===== src/inc/txd_map.svh =====
`ifndef TXD_MAP_SVH
`define TXD_MAP_SVH

// descriptor layout, bit positions within the 128-bit descriptor
`define TXD_DESC_W 128
`define TXD_LEN_LSB 64
`define TXD_LEN_W 20
`define TXD_TYPE_LSB 84
`define TXD_TYPE_W 4
`define TXD_CMD_LSB 88
`define TXD_STA_LSB 96
`define TXD_STA_W 4
`define TXD_OPT_LSB 104
`define TXD_TAG_LSB 112
`define TXD_TAG_W 16

// command field bits
`define TXD_CMD_EOP 0
`define TXD_CMD_FCS 1
`define TXD_CMD_SEG 2
`define TXD_CMD_RS 3
`define TXD_CMD_EXT 5
`define TXD_CMD_TAG 6

// status and packet option bits
`define TXD_STA_DONE 0
`define TXD_OPT_IP 0
`define TXD_OPT_L4 1

// special field layout
`define TXD_TAG_VID_LSB 0
`define TXD_TAG_VID_W 12
`define TXD_TAG_CFI 12
`define TXD_TAG_PRI_LSB 13
`define TXD_TAG_PRI_W 3

// register map, byte addresses
`define TXD_ADDR_W 8
`define TXD_OFS_CTRL 8'h00
`define TXD_OFS_TAG_TYPE 8'h04
`define TXD_OFS_ABORT_CNT 8'h08
`define TXD_OFS_INT_STATUS 8'h0c
`define TXD_OFS_INT_MASK 8'h10

// register fields and reset values
`define TXD_CTRL_TAG_MODE 0
`define TXD_TAG_TYPE_RST 16'h0000
`define TXD_INT_W 3
`define TXD_INT_WB 0
`define TXD_INT_ABORT 1
`define TXD_INT_PKT 2
`define TXD_INT_MASK_RST 3'h0

// bus responses
`define TXD_RESP_OKAY 2'h0
`define TXD_RESP_SLVERR 2'h2

`endif


===== src/inc/txd_pkg.sv =====
`include "txd_map.svh"

package txd_pkg;

   typedef struct packed {
      logic [`TXD_LEN_W-1:0] buffer_length_field;
      logic [`TXD_TYPE_W-1:0] descriptor_type_code;
      logic end_of_packet_bit;
      logic fcs_insert_bit;
      logic segmentation_enable_bit;
      logic report_status_bit;
      logic extended_format_bit;
      logic tag_enable_bit;
      logic ip_checksum_insert_bit;
      logic l4_checksum_insert_bit;
      logic [`TXD_TAG_W-1:0] special_field;
   } txd_desc_type;

   typedef struct packed {
      logic segmentation;
      logic fcs_insert;
      logic tag_insert;
      logic [15:0] tag_type;
      logic [`TXD_TAG_PRI_W-1:0] user_priority_field;
      logic cfi;
      logic [`TXD_TAG_VID_W-1:0] vid;
      logic ip_checksum_insert_bit;
      logic l4_checksum_insert_bit;
      logic aborted;
   } txd_pkt_type;

   typedef struct packed {
      logic [15:0] index;
      logic [`TXD_STA_W-1:0] writeback_status_field;
   } txd_wb_type;

   typedef enum logic [2:0] {
      ST_IDLE = 3'b001,
      ST_STORE = 3'b010,
      ST_WB = 3'b100
   } txd_state_type;

endpackage


===== src/core/txd_field_split.sv =====
`timescale 1ns/100ps
`include "txd_map.svh"

module txd_field_split (
   // raw descriptor
   input wire logic [`TXD_DESC_W-1:0] word,
   // decoded fields
   output txd_pkg::txd_desc_type desc
);
   import txd_pkg::*;

   logic [7:0] cmd;
   logic [7:0] opt;

   assign cmd = word[`TXD_CMD_LSB +: 8];
   assign opt = word[`TXD_OPT_LSB +: 8];

   assign desc.buffer_length_field = word[`TXD_LEN_LSB +: `TXD_LEN_W];
   assign desc.descriptor_type_code = word[`TXD_TYPE_LSB +: `TXD_TYPE_W];
   assign desc.end_of_packet_bit = cmd[`TXD_CMD_EOP];
   assign desc.fcs_insert_bit = cmd[`TXD_CMD_FCS];
   assign desc.segmentation_enable_bit = cmd[`TXD_CMD_SEG];
   assign desc.report_status_bit = cmd[`TXD_CMD_RS];
   assign desc.extended_format_bit = cmd[`TXD_CMD_EXT];
   assign desc.tag_enable_bit = cmd[`TXD_CMD_TAG];
   // reserved option bits 7:2 and command bits 4 and 7 are not looked at
   assign desc.ip_checksum_insert_bit = opt[`TXD_OPT_IP];
   assign desc.l4_checksum_insert_bit = opt[`TXD_OPT_L4];
   assign desc.special_field = word[`TXD_TAG_LSB +: `TXD_TAG_W];

endmodule // txd_field_split


===== src/core/txd_seg_track.sv =====
`timescale 1ns/100ps

module txd_seg_track #(
   parameter int LEN_W = 20
) (
   // clock and reset
   input wire logic clk,
   input wire logic rst,
   // descriptor taken
   input wire logic take,
   input wire logic first,
   input wire logic eop,
   input wire logic [LEN_W-1:0] total,
   input wire logic [LEN_W-1:0] length,
   // final length disagrees with remaining payload
   output logic mismatch
);

   logic [LEN_W-1:0] remain;
   logic [LEN_W-1:0] next_remain;
   logic [LEN_W-1:0] base;

   always_comb begin
      base = first ? total : remain;
      mismatch = take && eop && (length != base);
      next_remain = remain;
      if (take) begin
         next_remain = eop ? '0 : base - length;
      end
   end

   always_ff @(posedge clk or posedge rst) begin
      if (rst) begin
         remain <= '0;
      end else begin
         remain <= next_remain;
      end
   end

endmodule // txd_seg_track


===== src/core/txd_decode.sv =====
// The placing of the registers and the AXI4-Lite slave port were chosen for this implementation.
`timescale 1ns/100ps
`include "txd_map.svh"

// Behaviour
// - report status after buffer stored internally
// - segmentation bit selects segmentation context
// - fcs insert taken only from valid descriptor
// - end of packet marks final buffer
// - final length mismatch aborts, counts abnormal end
// - tag fields from first or eop descriptor
// - write back only with report status, done set
// - four status bits, only done meaningful
// - packet options only from first descriptor
// - l4 checksum insert option overwrites field
// - ip checksum insert option overwrites field
// - global mode plus enable adds tag header
// - special field ignored without tag enable
// - tag holds priority, cfi, 12-bit identifier
// - tagged packet also gets fcs appended
module txd_decode (
   // clock and reset
   input wire logic CORE_CLK,
   input wire logic SYS_RST,
   // axi4-lite register slave
   input wire logic [`TXD_ADDR_W-1:0] S_AXI_AWADDR,
   input wire logic S_AXI_AWVALID,
   output logic S_AXI_AWREADY,
   input wire logic [31:0] S_AXI_WDATA,
   input wire logic [3:0] S_AXI_WSTRB,
   input wire logic S_AXI_WVALID,
   output logic S_AXI_WREADY,
   output logic [1:0] S_AXI_BRESP,
   output logic S_AXI_BVALID,
   input wire logic S_AXI_BREADY,
   input wire logic [`TXD_ADDR_W-1:0] S_AXI_ARADDR,
   input wire logic S_AXI_ARVALID,
   output logic S_AXI_ARREADY,
   output logic [31:0] S_AXI_RDATA,
   output logic [1:0] S_AXI_RRESP,
   output logic S_AXI_RVALID,
   input wire logic S_AXI_RREADY,
   // fetched descriptors
   input wire logic DESC_VALID,
   output logic DESC_READY,
   input wire logic [`TXD_DESC_W-1:0] DESC_WORD,
   input wire logic [15:0] DESC_INDEX,
   input wire logic [`TXD_LEN_W-1:0] SEG_PAYLOAD_LEN,
   input wire logic BUF_STORED,
   // status write-back
   output logic WB_VALID,
   input wire logic WB_READY,
   output txd_pkg::txd_wb_type WB_OUT,
   // per-packet decisions
   output logic PKT_VALID,
   output txd_pkg::txd_pkt_type PKT_OUT,
   // interrupt
   output logic IRQ
);
   import txd_pkg::*;

   txd_state_type state, next_state;
   txd_desc_type desc, cur, next_cur;
   logic [15:0] cur_index, next_cur_index;
   logic in_packet, next_in_packet;
   logic pkt_seg, next_pkt_seg;
   logic pkt_ip, next_pkt_ip;
   logic pkt_l4, next_pkt_l4;
   logic pkt_vle, next_pkt_vle;
   logic pkt_fcs, next_pkt_fcs;
   logic pkt_abort, next_pkt_abort;
   logic [`TXD_TAG_W-1:0] pkt_tag, next_pkt_tag;
   txd_pkt_type pkt_out, next_pkt_out;
   logic pkt_valid, next_pkt_valid;
   logic accept, first, seg_mismatch, stored, tag_on, pkt_seg_now;

   logic aw_held, next_aw_held, w_held, next_w_held;
   logic [`TXD_ADDR_W-1:0] aw_addr, next_aw_addr, wr_addr;
   logic [31:0] w_data, next_w_data, wr_data;
   logic [3:0] w_strb, next_w_strb, wr_strb;
   logic bvalid, next_bvalid, rvalid, next_rvalid, wr_go, rd_go;
   logic [1:0] bresp, next_bresp, rresp, next_rresp;
   logic [31:0] rdata, next_rdata;

   logic global_tag_mode_bit, next_global_tag_mode_bit;
   logic [15:0] tag_type_register, next_tag_type_register;
   logic [31:0] segmentation_abort_counter, next_segmentation_abort_counter;
   logic [`TXD_INT_W-1:0] int_status, next_int_status, int_mask, next_int_mask;
   logic [`TXD_INT_W-1:0] int_set, int_clr;
   logic [31:0] wr_old, wr_new;

   function automatic logic [31:0] merge(input logic [31:0] old, input logic [31:0] val,
                                         input logic [3:0] strb);
      logic [31:0] res;
      res = old;
      for (int i = 0; i < 4; i++) begin
         if (strb[i]) begin
            res[8*i +: 8] = val[8*i +: 8];
         end
      end
      return res;
   endfunction

   function automatic logic mapped(input logic [`TXD_ADDR_W-1:0] a);
      return a == `TXD_OFS_CTRL || a == `TXD_OFS_TAG_TYPE || a == `TXD_OFS_ABORT_CNT ||
             a == `TXD_OFS_INT_STATUS || a == `TXD_OFS_INT_MASK;
   endfunction

   txd_field_split u_split (
      .word(DESC_WORD),
      .desc(desc)
   );

   txd_seg_track #(.LEN_W(`TXD_LEN_W)) u_seg (
      .clk(CORE_CLK),
      .rst(SYS_RST),
      .take(accept && desc.segmentation_enable_bit),
      .first(first),
      .eop(desc.end_of_packet_bit),
      .total(SEG_PAYLOAD_LEN),
      .length(desc.buffer_length_field),
      .mismatch(seg_mismatch)
   );

   assign DESC_READY = (state == ST_IDLE);
   assign accept = DESC_VALID && DESC_READY;
   assign first = !in_packet;
   assign stored = (state == ST_STORE) && BUF_STORED;
   assign WB_VALID = (state == ST_WB);
   assign WB_OUT.index = cur_index;
   assign WB_OUT.writeback_status_field = `TXD_STA_W'(1) << `TXD_STA_DONE;
   assign PKT_VALID = pkt_valid;
   assign PKT_OUT = pkt_out;
   assign IRQ = |(int_status & int_mask);

   // descriptor engine
   always_comb begin
      next_state = state;
      next_cur = cur;
      next_cur_index = cur_index;
      next_in_packet = in_packet;
      next_pkt_seg = pkt_seg;
      next_pkt_ip = pkt_ip;
      next_pkt_l4 = pkt_l4;
      next_pkt_vle = pkt_vle;
      next_pkt_fcs = pkt_fcs;
      next_pkt_abort = pkt_abort;
      next_pkt_tag = pkt_tag;
      next_pkt_out = pkt_out;
      next_pkt_valid = 1'b0;
      pkt_seg_now = first ? desc.segmentation_enable_bit : pkt_seg;
      tag_on = global_tag_mode_bit && pkt_vle;
      case (state)
         ST_IDLE: begin
            if (accept) begin
               next_cur = desc;
               next_cur_index = DESC_INDEX;
               next_state = ST_STORE;
               next_in_packet = !desc.end_of_packet_bit;
               if (first) begin
                  next_pkt_seg = desc.segmentation_enable_bit;
                  next_pkt_ip = desc.ip_checksum_insert_bit;
                  next_pkt_l4 = desc.l4_checksum_insert_bit;
                  next_pkt_abort = 1'b0;
               end
               // tag and fcs fields live in one descriptor only
               if ((first && pkt_seg_now) || (desc.end_of_packet_bit && !pkt_seg_now)) begin
                  next_pkt_vle = desc.tag_enable_bit;
                  next_pkt_fcs = desc.fcs_insert_bit;
                  next_pkt_tag = desc.special_field;
               end
               if (seg_mismatch) begin
                  next_pkt_abort = 1'b1;
               end
            end
         end
         ST_STORE: begin
            if (BUF_STORED) begin
               next_state = cur.report_status_bit ? ST_WB : ST_IDLE;
               if (cur.end_of_packet_bit) begin
                  next_pkt_valid = 1'b1;
                  next_pkt_out.segmentation = pkt_seg;
                  next_pkt_out.tag_insert = tag_on;
                  next_pkt_out.fcs_insert = tag_on || pkt_fcs;
                  next_pkt_out.tag_type = tag_type_register;
                  // special field is dropped unless a tag goes out
                  next_pkt_out.user_priority_field =
                     tag_on ? pkt_tag[`TXD_TAG_PRI_LSB +: `TXD_TAG_PRI_W] : '0;
                  next_pkt_out.cfi = tag_on && pkt_tag[`TXD_TAG_CFI];
                  next_pkt_out.vid =
                     tag_on ? pkt_tag[`TXD_TAG_VID_LSB +: `TXD_TAG_VID_W] : '0;
                  next_pkt_out.ip_checksum_insert_bit = pkt_ip;
                  next_pkt_out.l4_checksum_insert_bit = pkt_l4;
                  next_pkt_out.aborted = pkt_abort;
               end
            end
         end
         ST_WB: begin
            if (WB_READY) begin
               next_state = ST_IDLE;
            end
         end
         default: begin
            next_state = ST_IDLE;
         end
      endcase
   end

   always_ff @(posedge CORE_CLK or posedge SYS_RST) begin
      if (SYS_RST) begin
         state <= ST_IDLE;
         cur <= '0;
         cur_index <= '0;
         in_packet <= 1'b0;
         pkt_seg <= 1'b0;
         pkt_ip <= 1'b0;
         pkt_l4 <= 1'b0;
         pkt_vle <= 1'b0;
         pkt_fcs <= 1'b0;
         pkt_abort <= 1'b0;
         pkt_tag <= '0;
         pkt_out <= '0;
         pkt_valid <= 1'b0;
      end else begin
         state <= next_state;
         cur <= next_cur;
         cur_index <= next_cur_index;
         in_packet <= next_in_packet;
         pkt_seg <= next_pkt_seg;
         pkt_ip <= next_pkt_ip;
         pkt_l4 <= next_pkt_l4;
         pkt_vle <= next_pkt_vle;
         pkt_fcs <= next_pkt_fcs;
         pkt_abort <= next_pkt_abort;
         pkt_tag <= next_pkt_tag;
         pkt_out <= next_pkt_out;
         pkt_valid <= next_pkt_valid;
      end
   end

   // bus channels; a write may complete in the cycle its last half arrives
   assign S_AXI_AWREADY = !aw_held && !bvalid;
   assign S_AXI_WREADY = !w_held && !bvalid;
   assign S_AXI_ARREADY = !rvalid;
   assign S_AXI_BVALID = bvalid;
   assign S_AXI_BRESP = bresp;
   assign S_AXI_RVALID = rvalid;
   assign S_AXI_RDATA = rdata;
   assign S_AXI_RRESP = rresp;
   assign wr_addr = aw_held ? aw_addr : S_AXI_AWADDR;
   assign wr_data = w_held ? w_data : S_AXI_WDATA;
   assign wr_strb = w_held ? w_strb : S_AXI_WSTRB;
   assign wr_go = (aw_held || S_AXI_AWVALID) && (w_held || S_AXI_WVALID) && !bvalid;
   assign rd_go = S_AXI_ARVALID && S_AXI_ARREADY;

   always_comb begin
      next_aw_held = aw_held;
      next_aw_addr = aw_addr;
      next_w_held = w_held;
      next_w_data = w_data;
      next_w_strb = w_strb;
      next_bvalid = bvalid;
      next_bresp = bresp;
      next_rvalid = rvalid;
      next_rresp = rresp;
      next_rdata = rdata;
      if (S_AXI_AWVALID && S_AXI_AWREADY) begin
         next_aw_held = 1'b1;
         next_aw_addr = S_AXI_AWADDR;
      end
      if (S_AXI_WVALID && S_AXI_WREADY) begin
         next_w_held = 1'b1;
         next_w_data = S_AXI_WDATA;
         next_w_strb = S_AXI_WSTRB;
      end
      if (wr_go) begin
         next_aw_held = 1'b0;
         next_w_held = 1'b0;
         next_bvalid = 1'b1;
         next_bresp = mapped(wr_addr) ? `TXD_RESP_OKAY : `TXD_RESP_SLVERR;
      end else if (bvalid && S_AXI_BREADY) begin
         next_bvalid = 1'b0;
      end
      if (rd_go) begin
         next_rvalid = 1'b1;
         next_rresp = mapped(S_AXI_ARADDR) ? `TXD_RESP_OKAY : `TXD_RESP_SLVERR;
         case (S_AXI_ARADDR)
            `TXD_OFS_CTRL: next_rdata = 32'(global_tag_mode_bit) << `TXD_CTRL_TAG_MODE;
            `TXD_OFS_TAG_TYPE: next_rdata = {16'h0000, tag_type_register};
            `TXD_OFS_ABORT_CNT: next_rdata = segmentation_abort_counter;
            `TXD_OFS_INT_STATUS: next_rdata = 32'(int_status);
            `TXD_OFS_INT_MASK: next_rdata = 32'(int_mask);
            default: next_rdata = 32'h0000_0000;
         endcase
      end else if (rvalid && S_AXI_RREADY) begin
         next_rvalid = 1'b0;
      end
   end

   always_ff @(posedge CORE_CLK or posedge SYS_RST) begin
      if (SYS_RST) begin
         aw_held <= 1'b0;
         aw_addr <= '0;
         w_held <= 1'b0;
         w_data <= '0;
         w_strb <= '0;
         bvalid <= 1'b0;
         bresp <= `TXD_RESP_OKAY;
         rvalid <= 1'b0;
         rresp <= `TXD_RESP_OKAY;
         rdata <= '0;
      end else begin
         aw_held <= next_aw_held;
         aw_addr <= next_aw_addr;
         w_held <= next_w_held;
         w_data <= next_w_data;
         w_strb <= next_w_strb;
         bvalid <= next_bvalid;
         bresp <= next_bresp;
         rvalid <= next_rvalid;
         rresp <= next_rresp;
         rdata <= next_rdata;
      end
   end

   // registers and interrupt status; a new event beats a read-clear
   always_comb begin
      next_global_tag_mode_bit = global_tag_mode_bit;
      next_tag_type_register = tag_type_register;
      next_int_mask = int_mask;
      next_segmentation_abort_counter = segmentation_abort_counter;
      int_set = '0;
      int_set[`TXD_INT_WB] = WB_VALID && WB_READY;
      int_set[`TXD_INT_ABORT] = accept && seg_mismatch;
      int_set[`TXD_INT_PKT] = stored && cur.end_of_packet_bit;
      int_clr = (rd_go && S_AXI_ARADDR == `TXD_OFS_INT_STATUS) ? '1 : '0;
      next_int_status = (int_status & ~int_clr) | int_set;
      if (accept && seg_mismatch) begin
         next_segmentation_abort_counter = segmentation_abort_counter + 32'h0000_0001;
      end
      // merged word held apart, since a call result cannot be bit-selected
      case (wr_addr)
         `TXD_OFS_CTRL: wr_old = 32'(global_tag_mode_bit) << `TXD_CTRL_TAG_MODE;
         `TXD_OFS_TAG_TYPE: wr_old = {16'h0000, tag_type_register};
         `TXD_OFS_INT_MASK: wr_old = 32'(int_mask);
         default: wr_old = 32'h0000_0000;
      endcase
      wr_new = merge(wr_old, wr_data, wr_strb);
      if (wr_go) begin
         case (wr_addr)
            `TXD_OFS_CTRL: next_global_tag_mode_bit = wr_new[`TXD_CTRL_TAG_MODE];
            `TXD_OFS_TAG_TYPE: next_tag_type_register = wr_new[15:0];
            `TXD_OFS_INT_MASK: next_int_mask = wr_new[`TXD_INT_W-1:0];
            default: next_int_mask = int_mask;
         endcase
      end
   end

   always_ff @(posedge CORE_CLK or posedge SYS_RST) begin
      if (SYS_RST) begin
         global_tag_mode_bit <= 1'b0;
         tag_type_register <= `TXD_TAG_TYPE_RST;
         segmentation_abort_counter <= '0;
         int_status <= '0;
         int_mask <= `TXD_INT_MASK_RST;
      end else begin
         global_tag_mode_bit <= next_global_tag_mode_bit;
         tag_type_register <= next_tag_type_register;
         segmentation_abort_counter <= next_segmentation_abort_counter;
         int_status <= next_int_status;
         int_mask <= next_int_mask;
      end
   end
endmodule // txd_decode


===== config.mk =====
export PLATFORM = sky130hd
export DESIGN_NAME = txd_decode
export DESIGN_NICKNAME = d
export VERILOG_FILES = /design/src/inc/txd_pkg.sv /design/src/core/txd_field_split.sv /design/src/core/txd_seg_track.sv /design/src/core/txd_decode.sv
export VERILOG_INCLUDE_DIRS = /design/src /design/src/inc
export SDC_FILE = /design/constraint.sdc
export NUM_CORES = 1
export LEC_CHECK = 0
export BUFFER_PORTS_ARGS = -buffer_cell sky130_fd_sc_hd__buf_2
export CORE_MARGIN = 5
export CORE_UTILIZATION = 47
export CTS_CLUSTER_SIZE = 16
export DETAILED_ROUTE_END_ITERATION = 12
export PLACE_DENSITY = 0.8
export SYNTH_ARGS = -nofsm -noshare
export SYNTH_HDL_FRONTEND = slang
export SYNTH_SLANG_ARGS = --single-unit
export TNS_END_PERCENT = 10

===== constraint.sdc =====
create_clock -name CORE_CLK -period 6.1 [get_ports CORE_CLK]
set_input_delay 0.61 -clock CORE_CLK [delete_from_list [all_inputs] [get_ports CORE_CLK]]
set_output_delay 0.61 -clock CORE_CLK [all_outputs]
set_load 0.005 [all_outputs]

==> impl_metrics.toml <==
[die]
die_h_um = 161
start_util_pct = 47.4
io_pins = 329
dieArea_mm2 = 0.0258
num_rows = 55
die_w_um = 161
coreArea_mm2 = 0.0225

[outcome]
status = "completed"

[cts]
cts_max_path_buffers = 3
cts_sinks = 222
clkLatencyLatePin_ps = 520
numCtsBuffers = 25
htree_levels = 1
cts_root_buf = "clkbuf_16"
cts_repair_resize_count = 0
post_cts_buffers = 0
cts.clk_slew.worst_paths_ps = 60
cts_tree = "yes"
cts_hold_buf = 0

[global_routing]
grt_max_degree = 158
antenna_found_initial = 1
first_global_vias = 8600
grt_overflow = 0
grt_use_total_pct = 19.9
grt_pass1_wl_mm = 43.2

[job]
cap_violations = 0

[setup_path]
crit_required_ps = 6500
r2r-end = "u_seg.remain[19]"
reg2reg_depth = 8
cp.arrival_ps = 4030
r2r_setup_slack_ps = 2460
timing.rr.start = "in_packet"
crit_fanout = 25
cp-end-kind = "register"
critical_path_class = "register to register"
worstSetupStartpoint = "in_packet"
crit_path_start_kind = "register"

[timing]
max-slew-margin-rel_pct = 21.2
setup_tns_ps = 0
tightest_slew_ps = 1180
rsz0062_at_grt = "false"
setup_violations = 0
finClkSkew_ps = 15.1
slew_violations = 0
fmax_mhz = 275
period_share_pct = 59.6
min_period_ps = 3640
hold_violations = 0

[worst_hold_path]
worstHoldStart = "S_AXI_BREADY"
worstHoldEndpoint = "S_AXI_BVALID"
hold_depth = 2
hold_path_class = "input port to register"

[pwr]
p_leak_nw = 6.45
fin_total_pwr_mw = 5.40
powerDensity_mw_per_mm2 = 421
peakVddDrop_mv = 0.272

[route]
ant_nets = 0
wirelength_mm = 26.3
vias_per_cell = 5.42
vias = 8449
drtIter0Drc = 527
first_pass_iters = 5
wire_per_inst_um = 16.9
drcViolationCount = 0

[logic_synthesis]
synth_edf_count = 0
syn_inst = 1055
synth_cell_types = 70
synth-async-reset-ratio_pct = 100
syn_area_per_cell_um2 = 10.1
synth_top_flop_cell = "dfrtp_1"
ys_ff_latch = 222
ys_seq_area_share_pct = 52.1
netlist_area_mm2 = 0.0107
yosys_warnings = 0

[cells_and_area]
drive_gt1_share_pct = 28.2
area_growth_pct = 20.3
fin_nets = 1503
fillers = 1890

[placed_design]
place_hpwl_mm = 18.5
globalplace.congestion = 0.917
numPortBuffers = 219
## final cells by class
cell class              count  area [um2]  area share [%]
multi-input cells         743        4740            36.9
repair buffers            228        1180            9.17
clock buffers              32         692            5.40
inverters                  34         131            1.02
clock inverters            13         173            1.35
flip-flops and latches    222        5560            43.3
diodes                      1        2.50          0.0195
well taps                 285         357            2.78
## sequential cells by signal, indices dropped and copies added, names as in the netlist, 2 cells and up
register                    flops
cur_index                      16
cur                             2
w_data                         16
aw_addr                         8
segmentation_abort_counter     32
w_strb                          2
PKT_OUT                        38
pkt_tag                        16
u_seg.remain                   20
S_AXI_RDATA                    32
int_status                      3
int_mask                        3
state                           3
tag_type_register              16
## logic make-up (layout without fill, tap and decap cells)
kind of cell / after synthesis / after routing / synth area share, %
AND/OR/NAND/NOR: 412 / 412 / 17.6
flip-flops: 222 / 222 / 52.1
adder cells (fa/ha/maj): 23 / 23 / 2.77
buffers and inverters: 94 / 307 / 3.71
other: 2 / 7 / 0.0705
multiplexers: 90 / 90 / 9.36
AO/OA/AOI/OAI: 168 / 168 / 10.7
XOR/XNOR: 44 / 44 / 3.62
## worst max path at each step
| stage | endpoint | cells past startpoint |
|---|---|---|
| after global routing | u_seg.remain[19] | 8 |
| final | u_seg.remain[19] | 8 |
| after CTS | u_seg.remain[19] | 8 |
| after floorplan | PKT_OUT[0] | 1 |
| after global placement | u_seg.remain[19] | 8 |
| after detailed placement | u_seg.remain[19] | 8 |
## cells in the final DEF, fill, tap and decap left out, types with 3 or more instances in the layout
| cell | count |
|---|---|
| a221oi_1 | 3 |
| clkbuf_16 | 25 |
| mux2_2 | 67 |
| nor4_1 | 6 |
| clkbuf_8 | 4 |
| nand2b_1 | 8 |
| o31ai_1 | 7 |
| ha_1 | 22 |
| o21ai_0 | 49 |
| nor3_1 | 13 |
| buf_4 | 8 |
| a22oi_1 | 13 |
| nor2_1 | 36 |
| dfrtp_1 | 221 |
| bufinv_16 | 4 |
| a21o_1 | 7 |
| xor2_1 | 10 |
| xnor2_1 | 34 |
| and4_1 | 7 |
| and3_1 | 10 |
| or3_1 | 5 |
| buf_2 | 219 |
| mux2i_1 | 22 |
| a211oi_1 | 3 |
| nor2b_1 | 3 |
| and2_1 | 6 |
| a31oi_1 | 8 |
| clkinv_2 | 7 |
| nand3_1 | 36 |
| nand2_1 | 246 |
| a22o_1 | 19 |
| conb_1 | 6 |
| o21ai_1 | 11 |
| clkbuf_1 | 3 |
| a21oi_1 | 20 |
| o21ai_2 | 3 |
| nand4_1 | 20 |
| inv_1 | 33 |
## per-layer routing
layer,track usage (%),vias to the layer above,wire length [um]
li1,-,4047,-
met1,25.9,4065,11300
met2,34.0,286,12600
met4,5.75,0,738
met5,0,-,0
met3,3.93,51,1640
## cells in the mapped netlist, types with 3 or more instances
library cell  instances  share of area (%)
a211oi_1              3               0.21
a21o_1                7               0.49
a21oi_1              20               0.94
a221oi_1              3               0.25
a22o_1               19                1.6
a22oi_1              13               0.92
a31oi_1               8               0.47
and2_1                6               0.35
and3_1               10               0.59
and4_1                7               0.58
buf_1                 4               0.14
buf_2                 4               0.19
buf_4                 6               0.42
clkbuf_1             44                1.5
dfrtp_1             221                 52
ha_1                 22                2.6
inv_1                34                1.2
mux2_2               67                7.1
mux2i_1              22                2.1
nand2_1             246                8.7
nand2b_1              8               0.47
nand3_1              36                1.7
nand4_1              20                1.2
nor2_1               36                1.3
nor2b_1               3               0.18
nor3_1               13               0.61
nor4_1                6               0.35
nor4b_1               3               0.25
o21ai_0              49                2.3
o21ai_1              12               0.56
o31ai_1               7               0.49
or3_1                 5               0.29
xnor2_1              34                2.8
xor2_1               10               0.82
## worst max-delay path, cell delays in order (launching register included)
cell and delay (ps):
dfrtp_1 1060, mux2_2 450, ha_1 300, nor2b_1 150
o2111ai_1 270, a21oi_1 160, nor3_1 700, nand2_1 120
a221o_1 300
## through the flow
step	hold slack, ps	cells	setup slack, ps	area (um2)	utilization, %
2_1_floorplan	432	1059	2590	10700	-
3_3_place_gp	448	1512	2520	12000	53.1
3_5_place_dp	453	1512	2480	12000	53.1
4_1_cts	255	1557	2500	12800	57.0
5_1_grt	264	1558	2250	12800	57.0
6_report	277	1558	2460	12800	57.0
## power by group
part           leakage, nW  switching, mW  internal [mW]
Combinational         3.12          0.825          0.785
Clock                0.433          0.597          0.969
Sequential            2.90          0.332           1.89
Power figures use the tool's default switching activity.
